`src/rtl/atpg_regs.svh`:
```
// Functional notes
// - While a test code is selected the converter samples are cut off and the pattern goes to the formatter.
// - The pattern is picked by a four-bit code held in the writable test mode register at 0x550.
// - Setting bit 4 or bit 5 of the test mode register holds the pseudorandom generators at their seeds.
// - Patterns are made without regard to the analog input and advance only on sample clock enables.
// - Downconverter in-phase test data carries the channel A pattern and quadrature carries channel B.
// - The fourth downconverter takes channel A on in-phase and never injects on quadrature.
// - Code 0100 alternates 0x1555 and 0x2AAA on successive samples.
// - Code 0101 gives the long sequence x^23+x^18+1 seeded with 0x3AFF.
// - Code 0110 gives the short sequence x^9+x^5+1 seeded with 0x0092.
// - Code 0111 alternates 0x0000 and 0x3FFF on successive samples.
// - Code 1000 plays user words one to four (bits 15:2), then repeats or holds zero in single mode.
// - Code 1111 is a ramp that adds one per sample and wraps at 2^14.
`ifndef ATPG_REGS_SVH
`define ATPG_REGS_SVH

`define ATPG_ADDR_DDC0_CTL  12'h327
`define ATPG_ADDR_DDC1_CTL  12'h347
`define ATPG_ADDR_DDC2_CTL  12'h367
`define ATPG_ADDR_FOURTH_DOWNCONVERTER_CTL  12'h387
`define ATPG_ADDR_MODE      12'h550
`define ATPG_ADDR_USER_LO   12'h551
`define ATPG_ADDR_USER_HI   12'h558

`define ATPG_DDC_EN_BIT0    0
`define ATPG_DDC_EN_BIT2    2
`define ATPG_MODE_CODE_MSB  3
`define ATPG_PN_LONG_RST    4
`define ATPG_PN_SHORT_RST   5
`define ATPG_USER_SINGLE    6
`define ATPG_REG_RESET      8'h00

`define ATPG_MIDSCALE       14'h0000
`define ATPG_POS_FULL       14'h1FFF
`define ATPG_NEG_FULL       14'h2000
`define ATPG_CHECK_A        14'h1555
`define ATPG_CHECK_B        14'h2AAA
`define ATPG_ALL_ZERO       14'h0000
`define ATPG_ALL_ONE        14'h3FFF
`define ATPG_LONG_SEED      23'h3AFF
`define ATPG_SHORT_SEED     23'h0092
`define ATPG_LONG_LEN       23
`define ATPG_LONG_TAP       18
`define ATPG_SHORT_LEN      9
`define ATPG_SHORT_TAP      5
`define ATPG_FIFO_DEPTH     8

`endif

```
`src/rtl/atpg_pkg.sv`:
```
package atpg_pkg;

  typedef logic [13:0] atpg_sample_t;

  typedef enum logic [3:0] {
    ATPG_OFF      = 4'h0,
    ATPG_MID      = 4'h1,
    ATPG_POSFS    = 4'h2,
    ATPG_NEGFS    = 4'h3,
    ATPG_CHECKER  = 4'h4,
    ATPG_PN_LONG  = 4'h5,
    ATPG_PN_SHORT = 4'h6,
    ATPG_TOGGLE   = 4'h7,
    ATPG_USER     = 4'h8,
    ATPG_RAMP     = 4'hF
  } atpg_code_t;

endpackage : atpg_pkg

```
`src/rtl/atpg_top.sv`:
```
`timescale 1ns/10ps
`include "atpg_regs.svh"

////////////////////////////////////////////////////////////////////////////////
// shift-register fifo, head word always in a flop
module atpg_fifo #(
  parameter int WIDTH = 28,
  parameter int DEPTH = 8
) (
  // clock and reset
  input  wire logic             clk,
  input  wire logic             rstn,
  // fill side
  input  wire logic             in_valid,
  output logic                  in_ready,
  input  wire logic [WIDTH-1:0] in_data,
  // drain side
  output logic                  out_valid,
  input  wire logic             out_ready,
  output logic      [WIDTH-1:0] out_data
);
  localparam int CW = $clog2(DEPTH + 1);

  logic [WIDTH-1:0] mem_ff [DEPTH];
  logic [CW-1:0]    count_ff;
  logic [CW-1:0]    nxt_count;
  logic             ready_ff;
  logic             valid_ff;
  logic             push;
  logic             pop;

  assign push      = in_valid && ready_ff;
  assign pop       = valid_ff && out_ready;
  assign in_ready  = ready_ff;
  assign out_valid = valid_ff;
  assign out_data  = mem_ff[0];

  always_comb begin
    nxt_count = count_ff;
    if (push && !pop) begin
      nxt_count = count_ff + CW'(1);
    end else if (pop && !push) begin
      nxt_count = count_ff - CW'(1);
    end
  end

  always_ff @(posedge clk) begin
    if (!rstn) begin
      count_ff <= '0;
      ready_ff <= 1'b1;
      valid_ff <= 1'b0;
    end else begin
      count_ff <= nxt_count;
      ready_ff <= (nxt_count < CW'(DEPTH));
      valid_ff <= (nxt_count != '0);
    end
  end

  // storage: shift down on pop, write at the tail slot
  always_ff @(posedge clk) begin
    if (!rstn) begin
      for (int i = 0; i < DEPTH; i++) begin
        mem_ff[i] <= '0;
      end
    end else begin
      for (int i = 0; i < DEPTH; i++) begin
        if (push && (pop ? (CW'(i) == count_ff - CW'(1)) : (CW'(i) == count_ff))) begin
          mem_ff[i] <= in_data;
        end else if (pop && i < DEPTH - 1) begin
          mem_ff[i] <= mem_ff[i+1];
        end
      end
    end
  end
endmodule : atpg_fifo

////////////////////////////////////////////////////////////////////////////////
// converter test pattern source with register map and ddc injection
module atpg_top (
  // clock and reset
  input  wire logic                    clk,
  input  wire logic                    rstn,
  // register port
  input  wire logic [11:0]             reg_addr,
  input  wire logic                    reg_wr,
  input  wire logic [7:0]              reg_wdata,
  input  wire logic                    reg_rd,
  output logic      [7:0]              reg_rdata,
  // converter samples and sample clock enable
  input  wire logic                    sample_en,
  input  wire atpg_pkg::atpg_sample_t  adc_a_in,
  input  wire atpg_pkg::atpg_sample_t  adc_b_in,
  // stream toward output formatting
  output logic                         fmt_valid,
  input  wire logic                    fmt_ready,
  output atpg_pkg::atpg_sample_t       fmt_a_out,
  output atpg_pkg::atpg_sample_t       fmt_b_out,
  output logic                         test_active,
  // downconverter injection
  output atpg_pkg::atpg_sample_t       ddc_i_pat,
  output atpg_pkg::atpg_sample_t       ddc_q_pat,
  output logic      [3:0]              ddc_i_inject,
  output logic      [3:0]              ddc_q_inject
);
  import atpg_pkg::*;

  //////////////////////////////////////////////////////////////////////////////
  // register file
  logic [7:0]  ddc_ctl_ff [4];
  logic [7:0]  mode_ff;
  logic [7:0]  user_byte_ff [8];
  logic [7:0]  rdata_ff;
  logic        mode_wr;

  function automatic logic [2:0] user_index(input logic [11:0] addr);
    logic [11:0] off;
    off = addr - `ATPG_ADDR_USER_LO;
    return off[2:0];
  endfunction : user_index

  function automatic logic is_user(input logic [11:0] addr);
    return (addr >= `ATPG_ADDR_USER_LO) && (addr <= `ATPG_ADDR_USER_HI);
  endfunction : is_user

  function automatic logic [1:0] ddc_index(input logic [11:0] addr);
    case (addr)
      `ATPG_ADDR_DDC1_CTL: ddc_index = 2'd1;
      `ATPG_ADDR_DDC2_CTL: ddc_index = 2'd2;
      `ATPG_ADDR_FOURTH_DOWNCONVERTER_CTL: ddc_index = 2'd3;
      default:             ddc_index = 2'd0;
    endcase
  endfunction : ddc_index

  function automatic logic is_ddc(input logic [11:0] addr);
    return addr == `ATPG_ADDR_DDC0_CTL || addr == `ATPG_ADDR_DDC1_CTL ||
           addr == `ATPG_ADDR_DDC2_CTL || addr == `ATPG_ADDR_FOURTH_DOWNCONVERTER_CTL;
  endfunction : is_ddc

  assign mode_wr = reg_wr && (reg_addr == `ATPG_ADDR_MODE);

  always_ff @(posedge clk) begin
    if (!rstn) begin
      mode_ff <= `ATPG_REG_RESET;
    end else if (mode_wr) begin
      mode_ff <= reg_wdata;
    end
  end

  always_ff @(posedge clk) begin
    if (!rstn) begin
      for (int i = 0; i < 4; i++) begin
        ddc_ctl_ff[i] <= `ATPG_REG_RESET;
      end
    end else if (reg_wr && is_ddc(reg_addr)) begin
      ddc_ctl_ff[ddc_index(reg_addr)] <= reg_wdata;
    end
  end

  always_ff @(posedge clk) begin
    if (!rstn) begin
      for (int i = 0; i < 8; i++) begin
        user_byte_ff[i] <= `ATPG_REG_RESET;
      end
    end else if (reg_wr && is_user(reg_addr)) begin
      user_byte_ff[user_index(reg_addr)] <= reg_wdata;
    end
  end

  // unmapped reads return zero
  always_ff @(posedge clk) begin
    if (!rstn) begin
      rdata_ff <= '0;
    end else if (reg_rd) begin
      if (reg_addr == `ATPG_ADDR_MODE) begin
        rdata_ff <= mode_ff;
      end else if (is_user(reg_addr)) begin
        rdata_ff <= user_byte_ff[user_index(reg_addr)];
      end else if (is_ddc(reg_addr)) begin
        rdata_ff <= ddc_ctl_ff[ddc_index(reg_addr)];
      end else begin
        rdata_ff <= '0;
      end
    end
  end

  assign reg_rdata = rdata_ff;

  //////////////////////////////////////////////////////////////////////////////
  // pattern generators
  atpg_code_t  code;
  logic        step;
  logic        fifo_in_ready;
  logic        phase_ff;
  logic [13:0] ramp_ff;
  logic [2:0]  user_ptr_ff;
  logic [22:0] pn_long_ff;
  logic [22:0] pn_short_ff;
  logic [13:0] pn_long_word;
  logic [13:0] pn_short_word;
  logic [22:0] nxt_pn_long;
  logic [22:0] nxt_pn_short;
  logic [13:0] user_word;
  logic [15:0] user_full;
  logic [13:0] pattern;
  logic        testing;

  assign code    = atpg_code_t'(mode_ff[`ATPG_MODE_CODE_MSB:0]);
  assign testing = (code != ATPG_OFF);
  // a sample is produced on each sample clock enable while the fifo accepts
  assign step    = sample_en && fifo_in_ready;

  // runs len-bit lfsr for 14 shifts, state leaves lsb first, first bit lands in the word msb
  function automatic logic [36:0] pn_run(input logic [22:0] st, input int len,
                                         input int tap);
    logic [22:0] s;
    logic [13:0] w;
    logic        fb;
    s = st;
    w = '0;
    for (int k = 0; k < 14; k++) begin
      fb       = s[0] ^ s[len-tap];
      w        = {w[12:0], s[0]};
      s        = s >> 1;
      s[len-1] = fb;
    end
    return {w, s};
  endfunction : pn_run

  assign {pn_long_word, nxt_pn_long}   = pn_run(pn_long_ff, `ATPG_LONG_LEN, `ATPG_LONG_TAP);
  assign {pn_short_word, nxt_pn_short} = pn_run(pn_short_ff, `ATPG_SHORT_LEN,
                                                `ATPG_SHORT_TAP);

  always_ff @(posedge clk) begin
    if (!rstn || mode_ff[`ATPG_PN_LONG_RST] || mode_ff[`ATPG_PN_SHORT_RST]) begin
      pn_long_ff <= `ATPG_LONG_SEED;
    end else if (step && code == ATPG_PN_LONG) begin
      pn_long_ff <= nxt_pn_long;
    end
  end

  always_ff @(posedge clk) begin
    if (!rstn || mode_ff[`ATPG_PN_LONG_RST] || mode_ff[`ATPG_PN_SHORT_RST]) begin
      pn_short_ff <= `ATPG_SHORT_SEED;
    end else if (step && code == ATPG_PN_SHORT) begin
      pn_short_ff <= nxt_pn_short;
    end
  end

  // phase, ramp and user word positions restart whenever the mode register is written; the pn generators do not
  always_ff @(posedge clk) begin
    if (!rstn || mode_wr) begin
      phase_ff <= 1'b0;
    end else if (step) begin
      phase_ff <= ~phase_ff;
    end
  end

  always_ff @(posedge clk) begin
    if (!rstn || mode_wr) begin
      ramp_ff <= '0;
    end else if (step && code == ATPG_RAMP) begin
      ramp_ff <= ramp_ff + 14'h0001;
    end
  end

  // pointer value 4 means single mode has run out
  always_ff @(posedge clk) begin
    if (!rstn || mode_wr) begin
      user_ptr_ff <= '0;
    end else if (step && code == ATPG_USER) begin
      if (user_ptr_ff == 3'd3) begin
        user_ptr_ff <= mode_ff[`ATPG_USER_SINGLE] ? 3'd4 : 3'd0;
      end else if (user_ptr_ff != 3'd4) begin
        user_ptr_ff <= user_ptr_ff + 3'd1;
      end
    end
  end

  always_comb begin
    user_full = {user_byte_ff[{user_ptr_ff[1:0], 1'b1}],
                 user_byte_ff[{user_ptr_ff[1:0], 1'b0}]};
    user_word = (user_ptr_ff == 3'd4) ? 14'h0000 : user_full[15:2];
  end

  always_comb begin
    case (code)
      ATPG_MID:      pattern = `ATPG_MIDSCALE;
      ATPG_POSFS:    pattern = `ATPG_POS_FULL;
      ATPG_NEGFS:    pattern = `ATPG_NEG_FULL;
      ATPG_CHECKER:  pattern = phase_ff ? `ATPG_CHECK_B : `ATPG_CHECK_A;
      ATPG_PN_LONG:  pattern = pn_long_word;
      ATPG_PN_SHORT: pattern = pn_short_word;
      ATPG_TOGGLE:   pattern = phase_ff ? `ATPG_ALL_ONE : `ATPG_ALL_ZERO;
      ATPG_USER:     pattern = user_word;
      ATPG_RAMP:     pattern = ramp_ff;
      default:       pattern = `ATPG_MIDSCALE;
    endcase
  end

  //////////////////////////////////////////////////////////////////////////////
  // output path through the fifo
  atpg_sample_t src_a;
  atpg_sample_t src_b;
  logic [27:0]  fifo_out;

  // converter samples never reach the formatter while testing
  assign src_a = testing ? pattern : adc_a_in;
  assign src_b = testing ? pattern : adc_b_in;

  atpg_fifo #(
    .WIDTH (28),
    .DEPTH (`ATPG_FIFO_DEPTH)
  ) u_fifo (
    .clk       (clk),
    .rstn      (rstn),
    .in_valid  (sample_en),
    .in_ready  (fifo_in_ready),
    .in_data   ({src_a, src_b}),
    .out_valid (fmt_valid),
    .out_ready (fmt_ready),
    .out_data  (fifo_out)
  );

  assign fmt_a_out = fifo_out[27:14];
  assign fmt_b_out = fifo_out[13:0];

  //////////////////////////////////////////////////////////////////////////////
  // downconverter feed
  logic [13:0] ddc_i_ff;
  logic [13:0] ddc_q_ff;
  logic [3:0]  inj_i_ff;
  logic [3:0]  inj_q_ff;
  logic        active_ff;

  always_ff @(posedge clk) begin
    if (!rstn) begin
      ddc_i_ff <= '0;
      ddc_q_ff <= '0;
    end else if (step) begin
      ddc_i_ff <= src_a;
      ddc_q_ff <= src_b;
    end
  end

  always_ff @(posedge clk) begin
    if (!rstn) begin
      inj_i_ff  <= '0;
      inj_q_ff  <= '0;
      active_ff <= 1'b0;
    end else begin
      active_ff <= testing;
      for (int i = 0; i < 4; i++) begin
        inj_i_ff[i] <= testing && ddc_ctl_ff[i][`ATPG_DDC_EN_BIT2]
                       && ddc_ctl_ff[i][`ATPG_DDC_EN_BIT0];
        inj_q_ff[i] <= testing && ddc_ctl_ff[i][`ATPG_DDC_EN_BIT2]
                       && ddc_ctl_ff[i][`ATPG_DDC_EN_BIT0] && (i != 3);
      end
    end
  end

  assign ddc_i_pat    = ddc_i_ff;
  assign ddc_q_pat    = ddc_q_ff;
  assign ddc_i_inject = inj_i_ff;
  assign ddc_q_inject = inj_q_ff;
  assign test_active  = active_ff;

endmodule : atpg_top

```
`config.mk`:
```
export PLATFORM = sky130hd
export DESIGN_NAME = atpg_top
export DESIGN_NICKNAME = d
export VERILOG_FILES = /design/src/rtl/atpg_pkg.sv /design/src/rtl/atpg_top.sv
export VERILOG_INCLUDE_DIRS = /design/src /design/src/rtl
export SDC_FILE = /design/constraint.sdc
export NUM_CORES = 1
export LEC_CHECK = 0
export BUFFER_PORTS_ARGS = -buffer_cell sky130_fd_sc_hd__buf_4
export CORE_UTILIZATION = 45
export CTS_CLUSTER_SIZE = 20
export DETAILED_ROUTE_END_ITERATION = 8
export PLACE_DENSITY = 0.61
export SLEW_MARGIN = 10
export SYNTH_ARGS = -nofsm -noshare
export SYNTH_HDL_FRONTEND = slang
export SYNTH_SLANG_ARGS = --single-unit
export TNS_END_PERCENT = 20
```
`constraint.sdc`:
```
create_clock -name clk -period 5.3 [get_ports clk]
set_clock_uncertainty 0.15 [all_clocks]
set_input_delay 0.795 -clock clk [delete_from_list [all_inputs] [get_ports clk]]
set_output_delay 0.795 -clock clk [all_outputs]
set_load 0.005 [all_outputs]
```
# Word level (Yosys, flattened, before mapping)
# Memories as Yosys holds them, arrays and structs flattened. A register that Yosys moved wholly into a read port is not among the register bits.
# Index checks and enable logic that the tools add are counted.
# totals
out_inout_bits	74
ramBits	320
n_memories	3
register_bits	109
# memory_table
name	words	width	rd	rd_ports_with_merged_regs	write_ports	line	rtl
u_fifo.mem_ff	8	28	8	0	8	atpg_top.sv:24	logic [WIDTH-1:0] mem_ff [DEPTH];
user_byte_ff	8	8	3	2	8	atpg_top.sv:111	logic [7:0] user_byte_ff [8];
ddc_ctl_ff	4	8	5	0	4	atpg_top.sv:109	logic [7:0] ddc_ctl_ff [4];
# classes
n_addsub	5
magnitude_cmp	3
n_reduce_logical	45
bitwise_logic	44
n_eq_ne	30
mux	108
# op_table
operator	count
2-to-1 mux 28 bit	15
one-hot mux 14 bit (8 select lines)	1
2-to-1 mux 14 bit	5
2-to-1 mux 1 bit	63
equality test 12 x 10 -> 1 bit, second input constant	4
2-to-1 mux 8 bit	5
equality test 3 x 4 -> 1 bit, first input constant	8
logical AND 1 bit	28
bitwise XOR 1 bit	28
2-to-1 mux 3 bit	8
equality test 2 x 4 -> 1 bit, first input constant	4
equality test 4 x 3 -> 1 bit, second input constant	4
2-to-1 mux 2 bit	8
OR reduction 8 bit	2
OR 1 bit	15
adder 14 x 1 -> 14 bit, second input constant	1
equality test 12 x 11 -> 1 bit, second input constant	1
greater-or-equal comparator 12 x 11 -> 1 bit, second input constant	1
less-or-equal comparator 12 x 11 -> 1 bit, second input constant	1
equality test 1 x 4 -> 1 bit, first input constant	2
equality test 4 x 2 -> 1 bit, second input constant	2
equality test 4 bit, second input constant	2
logical NOT 4 bit	2
2-to-1 mux 4 bit	2
15 further kinds	23

# Longest topological paths before layout
# An unclocked memory read counts as a cell.
# logic_depth
word_depth	13
depth_mapped	10
ltp_nobuf	7

# Modules after synthesis
# A second synthesis with hierarchy kept.
# unflattened
cells_unflattened	1828
area_unflattened_um2	20872.5
# modules_own_cells
module	cells_each	seq_area_each_um2	area_each_um2	n_inst
atpg_fifo	857	6846.6	10809.1	1
atpg_top	971	4904.7	10063.4	1

# Worst setup path after synthesis
# Ideal clock, no wire load.
# synth_path
path_type	input port to flip-flop
from	input sample_en
to	memory u_fifo.mem_ff[5][0], in the netlist u_fifo.mem_ff[0][140], enable pin
required_time_ps	4694
stages	6
path_buffers	3
arrival_time_ps	3921
setup_ps	456
slack_ps	774
cell_sequence	and2_1 > clkbuf_1 > buf_1 > clkbuf_1 > nand2_1 > o31ai_1
# synth_rtl
element	line	rtl
from (decl)	atpg_top.sv:90	input wire logic sample_en,
to (decl)	atpg_top.sv:24	

==> run summary <==
Status -> completed
Slew at the pin with the worst max-slew slack -> 1.20 ns
Critical-path cell with the highest stage delay -> nand4b_1
Final nets -> 1,930
H-tree Lvls -> 2
Grt total ovfl -> 0
Skew-Pair Late Insertion Delay -> 0.58 ns
Final ANT Viol Nets -> 0
Leakage Power -> 8.29 nW
Logic pwr share -> 12.4%
DRT iter0 DRCs -> 1,523
Die width -> 216 um
Synth Area in XOR/XNOR -> 1.95%
Antenna violations before repair -> 3
Cts hold-fix bufs -> 0
Worst stage delay on the critical path -> 0.98 ns
Cell area after synthesis -> 20,600 um^2
Placer congestion estimate -> 0.852
Sw Share -> 25.9%
Top cells by area, synth -> edfxtp_1 (47%), dfxtp_1 (10%), mux4_2 (3.3%)
Synthesis-stage register bit count -> 427
Post-synth top flop -> edfxtp_1
Crit-path most repeated cell -> o2bb2ai_1
Req. time, crit path -> 5.54 ns
TNS Setup -> 0 ns
Crit path max fanout -> 28
Post-Synth Adder-Cell Area -> 0.728%
Post-CTS resize count -> 0
Post-CTS setup buffer count -> 0
Pin count of the biggest net entering global routing -> 83
RSZ-0062 raised after global routing -> no
Final Non-Filler Cells -> 2,506
CTS Buf Count -> 46
Max-slew violations -> 0
Hold Vio Cnt, Final -> 0
Crit path capture type -> flip-flop
Syn Area/Cell -> 11.2 um^2
1st-pass router iterations -> 7
Die ar. -> 46,700 um^2
Post-Synth Simple-Gate Area -> 17.3%
Placed Instance Area -> 21,600 um^2
Global-route wire length before repair -> 79.5 mm
Main combinational cell family by area after synthesis -> simple AND/OR/NAND/NOR gates
Startpoint Class -> flip-flop
Post-synthesis mux area share -> 4.24%
Synth Area in Compound Gates -> 14.1%
Hpwl dp -> 35.3 mm
Post-synth EDFFs -> 320
Critical path cell sequence -> inv_1 > ha_1 > and3_1 > a21oi_1 > o2bb2ai_1 > nand4b_1 > o2bb2ai_1
Max Clock Freq -> 272 MHz
Layout cell share with drive strength beyond 1 -> 15.7%
CTS tree -> built
Final setup viols -> 0
Share of total power in the clock network -> 36.8%
Worst path top cell family by delay -> simple AND/OR/NAND/NOR gates
Filler Cells Inserted -> 3,987
Total GRT Usage -> 22.0%
Max-cap violations -> 0
Cell variety after synth -> 81
Biggest area consumer among synthesized cells -> edfxtp_1
Clock Path Buffers -> 3
Via count of the first global-routing pass -> 13.5k
Synth-to-layout area growth -> 11.9%
Reg power frac -> 50.7%
DP Cell Count -> 2,416
Starting Density -> 45.6%
Final WL -> 51.7 mm
Vias/cell -> 5.77
Routed wire per std cell -> 20.6 um
Clock root buffer -> clkbuf_16
Synth Warn # -> 0
Psw -> 2.13 mW
Count leader, synth -> edfxtp_1
Final instance area -> 23,100 um^2
WP buf/inv -> 1
Row count -> 78
Die Y -> 216 um
Register area share after synthesis -> 57.0%
Area of the multi-input gates -> 7980 um^2
Commonest cells in the synthesized netlist -> edfxtp_1 (320), nand2_1 (176), nor2_1 (137)
Max-slew headroom -> 19.8%
Reg2Reg Setup Slack -> 1.62 ns
Power Density -> 357 nW/um^2
Hold Crit Class -> reg -> reg
Cells after synthesis -> 1,850
Vias -> 14.5k
Buffers on Ports -> 126
Drt drc -> 0
Part of the cycle the worst path needs -> 69.5%
Core Box Area -> 45,300 um^2
Setup CP Type -> reg -> reg
Yosys top cell area share -> 46.6%
Peak supply drop -> 224 uV
Internal power -> 6.10 mW
Post-synthesis async set-or-reset flop share -> 0%
Clk slew on worst S/H paths -> 0.06 ns
Sink Count -> 427
FF/Latch Area -> 11,800 um^2
Hold_ws -> 0.304 ns
Period minus WS final -> 3.68 ns
I/O pin count -> 128
Synth Net Count -> 1,916
Crit path DAT -> 3.92 ns
routing by layer:
layer	global-route usage [%]	part of all wire, %	wire length (um)	up-vias
met1	30.9	45	23300	6975
met3	3.79	6.7	3470	89
met2	34.4	45	23500	498
met5	0	0	0	-
met4	7.58	2.9	1480	0
li1	-	-	-	6899
path summary, 6_finish.rpt:
path	start	endpoint	cells after the start
worst min-delay path	pn_long_ff[22]$_SDFFE_PP0P_	pn_long_ff[8]$_SDFFE_PP0P_	2
worst max-delay path	u_fifo.count_ff[0]$_SDFF_PN0_	u_fifo.mem_ff[0][64]$_SDFFCE_PN0P_	7
worst min register to register	pn_long_ff[22]$_SDFFE_PP0P_	pn_long_ff[8]$_SDFFE_PP0P_	2
worst max register to register	u_fifo.count_ff[0]$_SDFF_PN0_	u_fifo.mem_ff[0][64]$_SDFFCE_PN0P_	7
per-stage QoR:
step                utilization (%)  worst slack (ns)  power, mW
floorplan                         -             0.774       4.92
global placement               47.8              1.73       5.24
detailed placement             47.8              1.67       5.27
CTS                            50.9              1.70       8.29
global route                   51.0              1.17       8.57
finish                         51.0              1.62       8.24
placed cells by master (no fill, tap or decap), drive strengths merged, types with 5 or more instances in the layout:
| master | n |
|---|---|
| xnor2 | 36 |
| a21oi | 83 |
| and3 | 40 |
| buf | 150 |
| a222oi | 7 |
| o2bb2ai | 57 |
| nor4 | 9 |
| nand4 | 12 |
| o21ai | 95 |
| clkinv | 31 |
| nand2 | 178 |
| edfxtp | 320 |
| nor3 | 12 |
| o211ai | 14 |
| mux2i | 12 |
| clkbuf | 51 |
| and3b | 5 |
| o31ai | 49 |
| or3 | 8 |
| inv | 18 |
| nor2 | 143 |
| nand2b | 14 |
| dfxtp | 107 |
| a211oi | 39 |
| nand3 | 116 |
| a22oi | 50 |
| nor3b | 20 |
| and2 | 102 |
| xor2 | 10 |
| ha | 12 |
| mux4 | 30 |
| mux2 | 7 |
power by group through the flow:
stage               sequential [mW]  combinational, mW  clock, mW
global placement               4.24               1.01          0
floorplan                      4.18              0.745          0
detailed placement             4.24               1.02          0
CTS                            4.18               1.03       3.08
finish                         4.18               1.03       3.03
global route                   4.21               1.13       3.22
worst register-to-register path, cell delays in order, from the launching register on:
cell and delay (ns):
dfxtp_1 0.42, inv_1 0.27, ha_1 0.35, and3_1 0.24, a21oi_1 0.09, o2bb2ai_1 0.54, nand4b_1 0.98, o2bb2ai_1 0.46
cells by family after synthesis:
group	Yosys count
simple gates	690
fa+ha+maj	12
mux	49
compound gates	425
other cells	1
buf+inv	200
xor+xnor	46
flops	427
registers in the layout, summed over array words and instances (netlist names), 3 cells and up, named ones only:
| signal | count |
|---|---|
| user_byte_ff | 64 |
| mode_ff | 8 |
| ddc_ctl_ff | 32 |
| pn_short_ff | 9 |
| ddc_i_pat | 14 |
| u_fifo.mem_ff | 224 |
| ddc_q_pat | 14 |
| u_fifo.count_ff | 4 |
| ddc_i_inject | 4 |
| pn_long_ff | 23 |
| ramp_ff | 14 |
| reg_rdata | 8 |
| user_ptr_ff | 3 |
area by class of cell:
cell class | instances | area share [%]
clock inverter | 35 | 1.02
inverter | 16 | 0.271
sequential | 427 | 50.9
tap | 600 | 3.25
antenna | 4 | 0.0433
timing repair buffer | 150 | 4.88
multi-input combinational | 1223 | 34.5
clock buffer | 51 | 5.11
(Power assumes the default switching activity.)
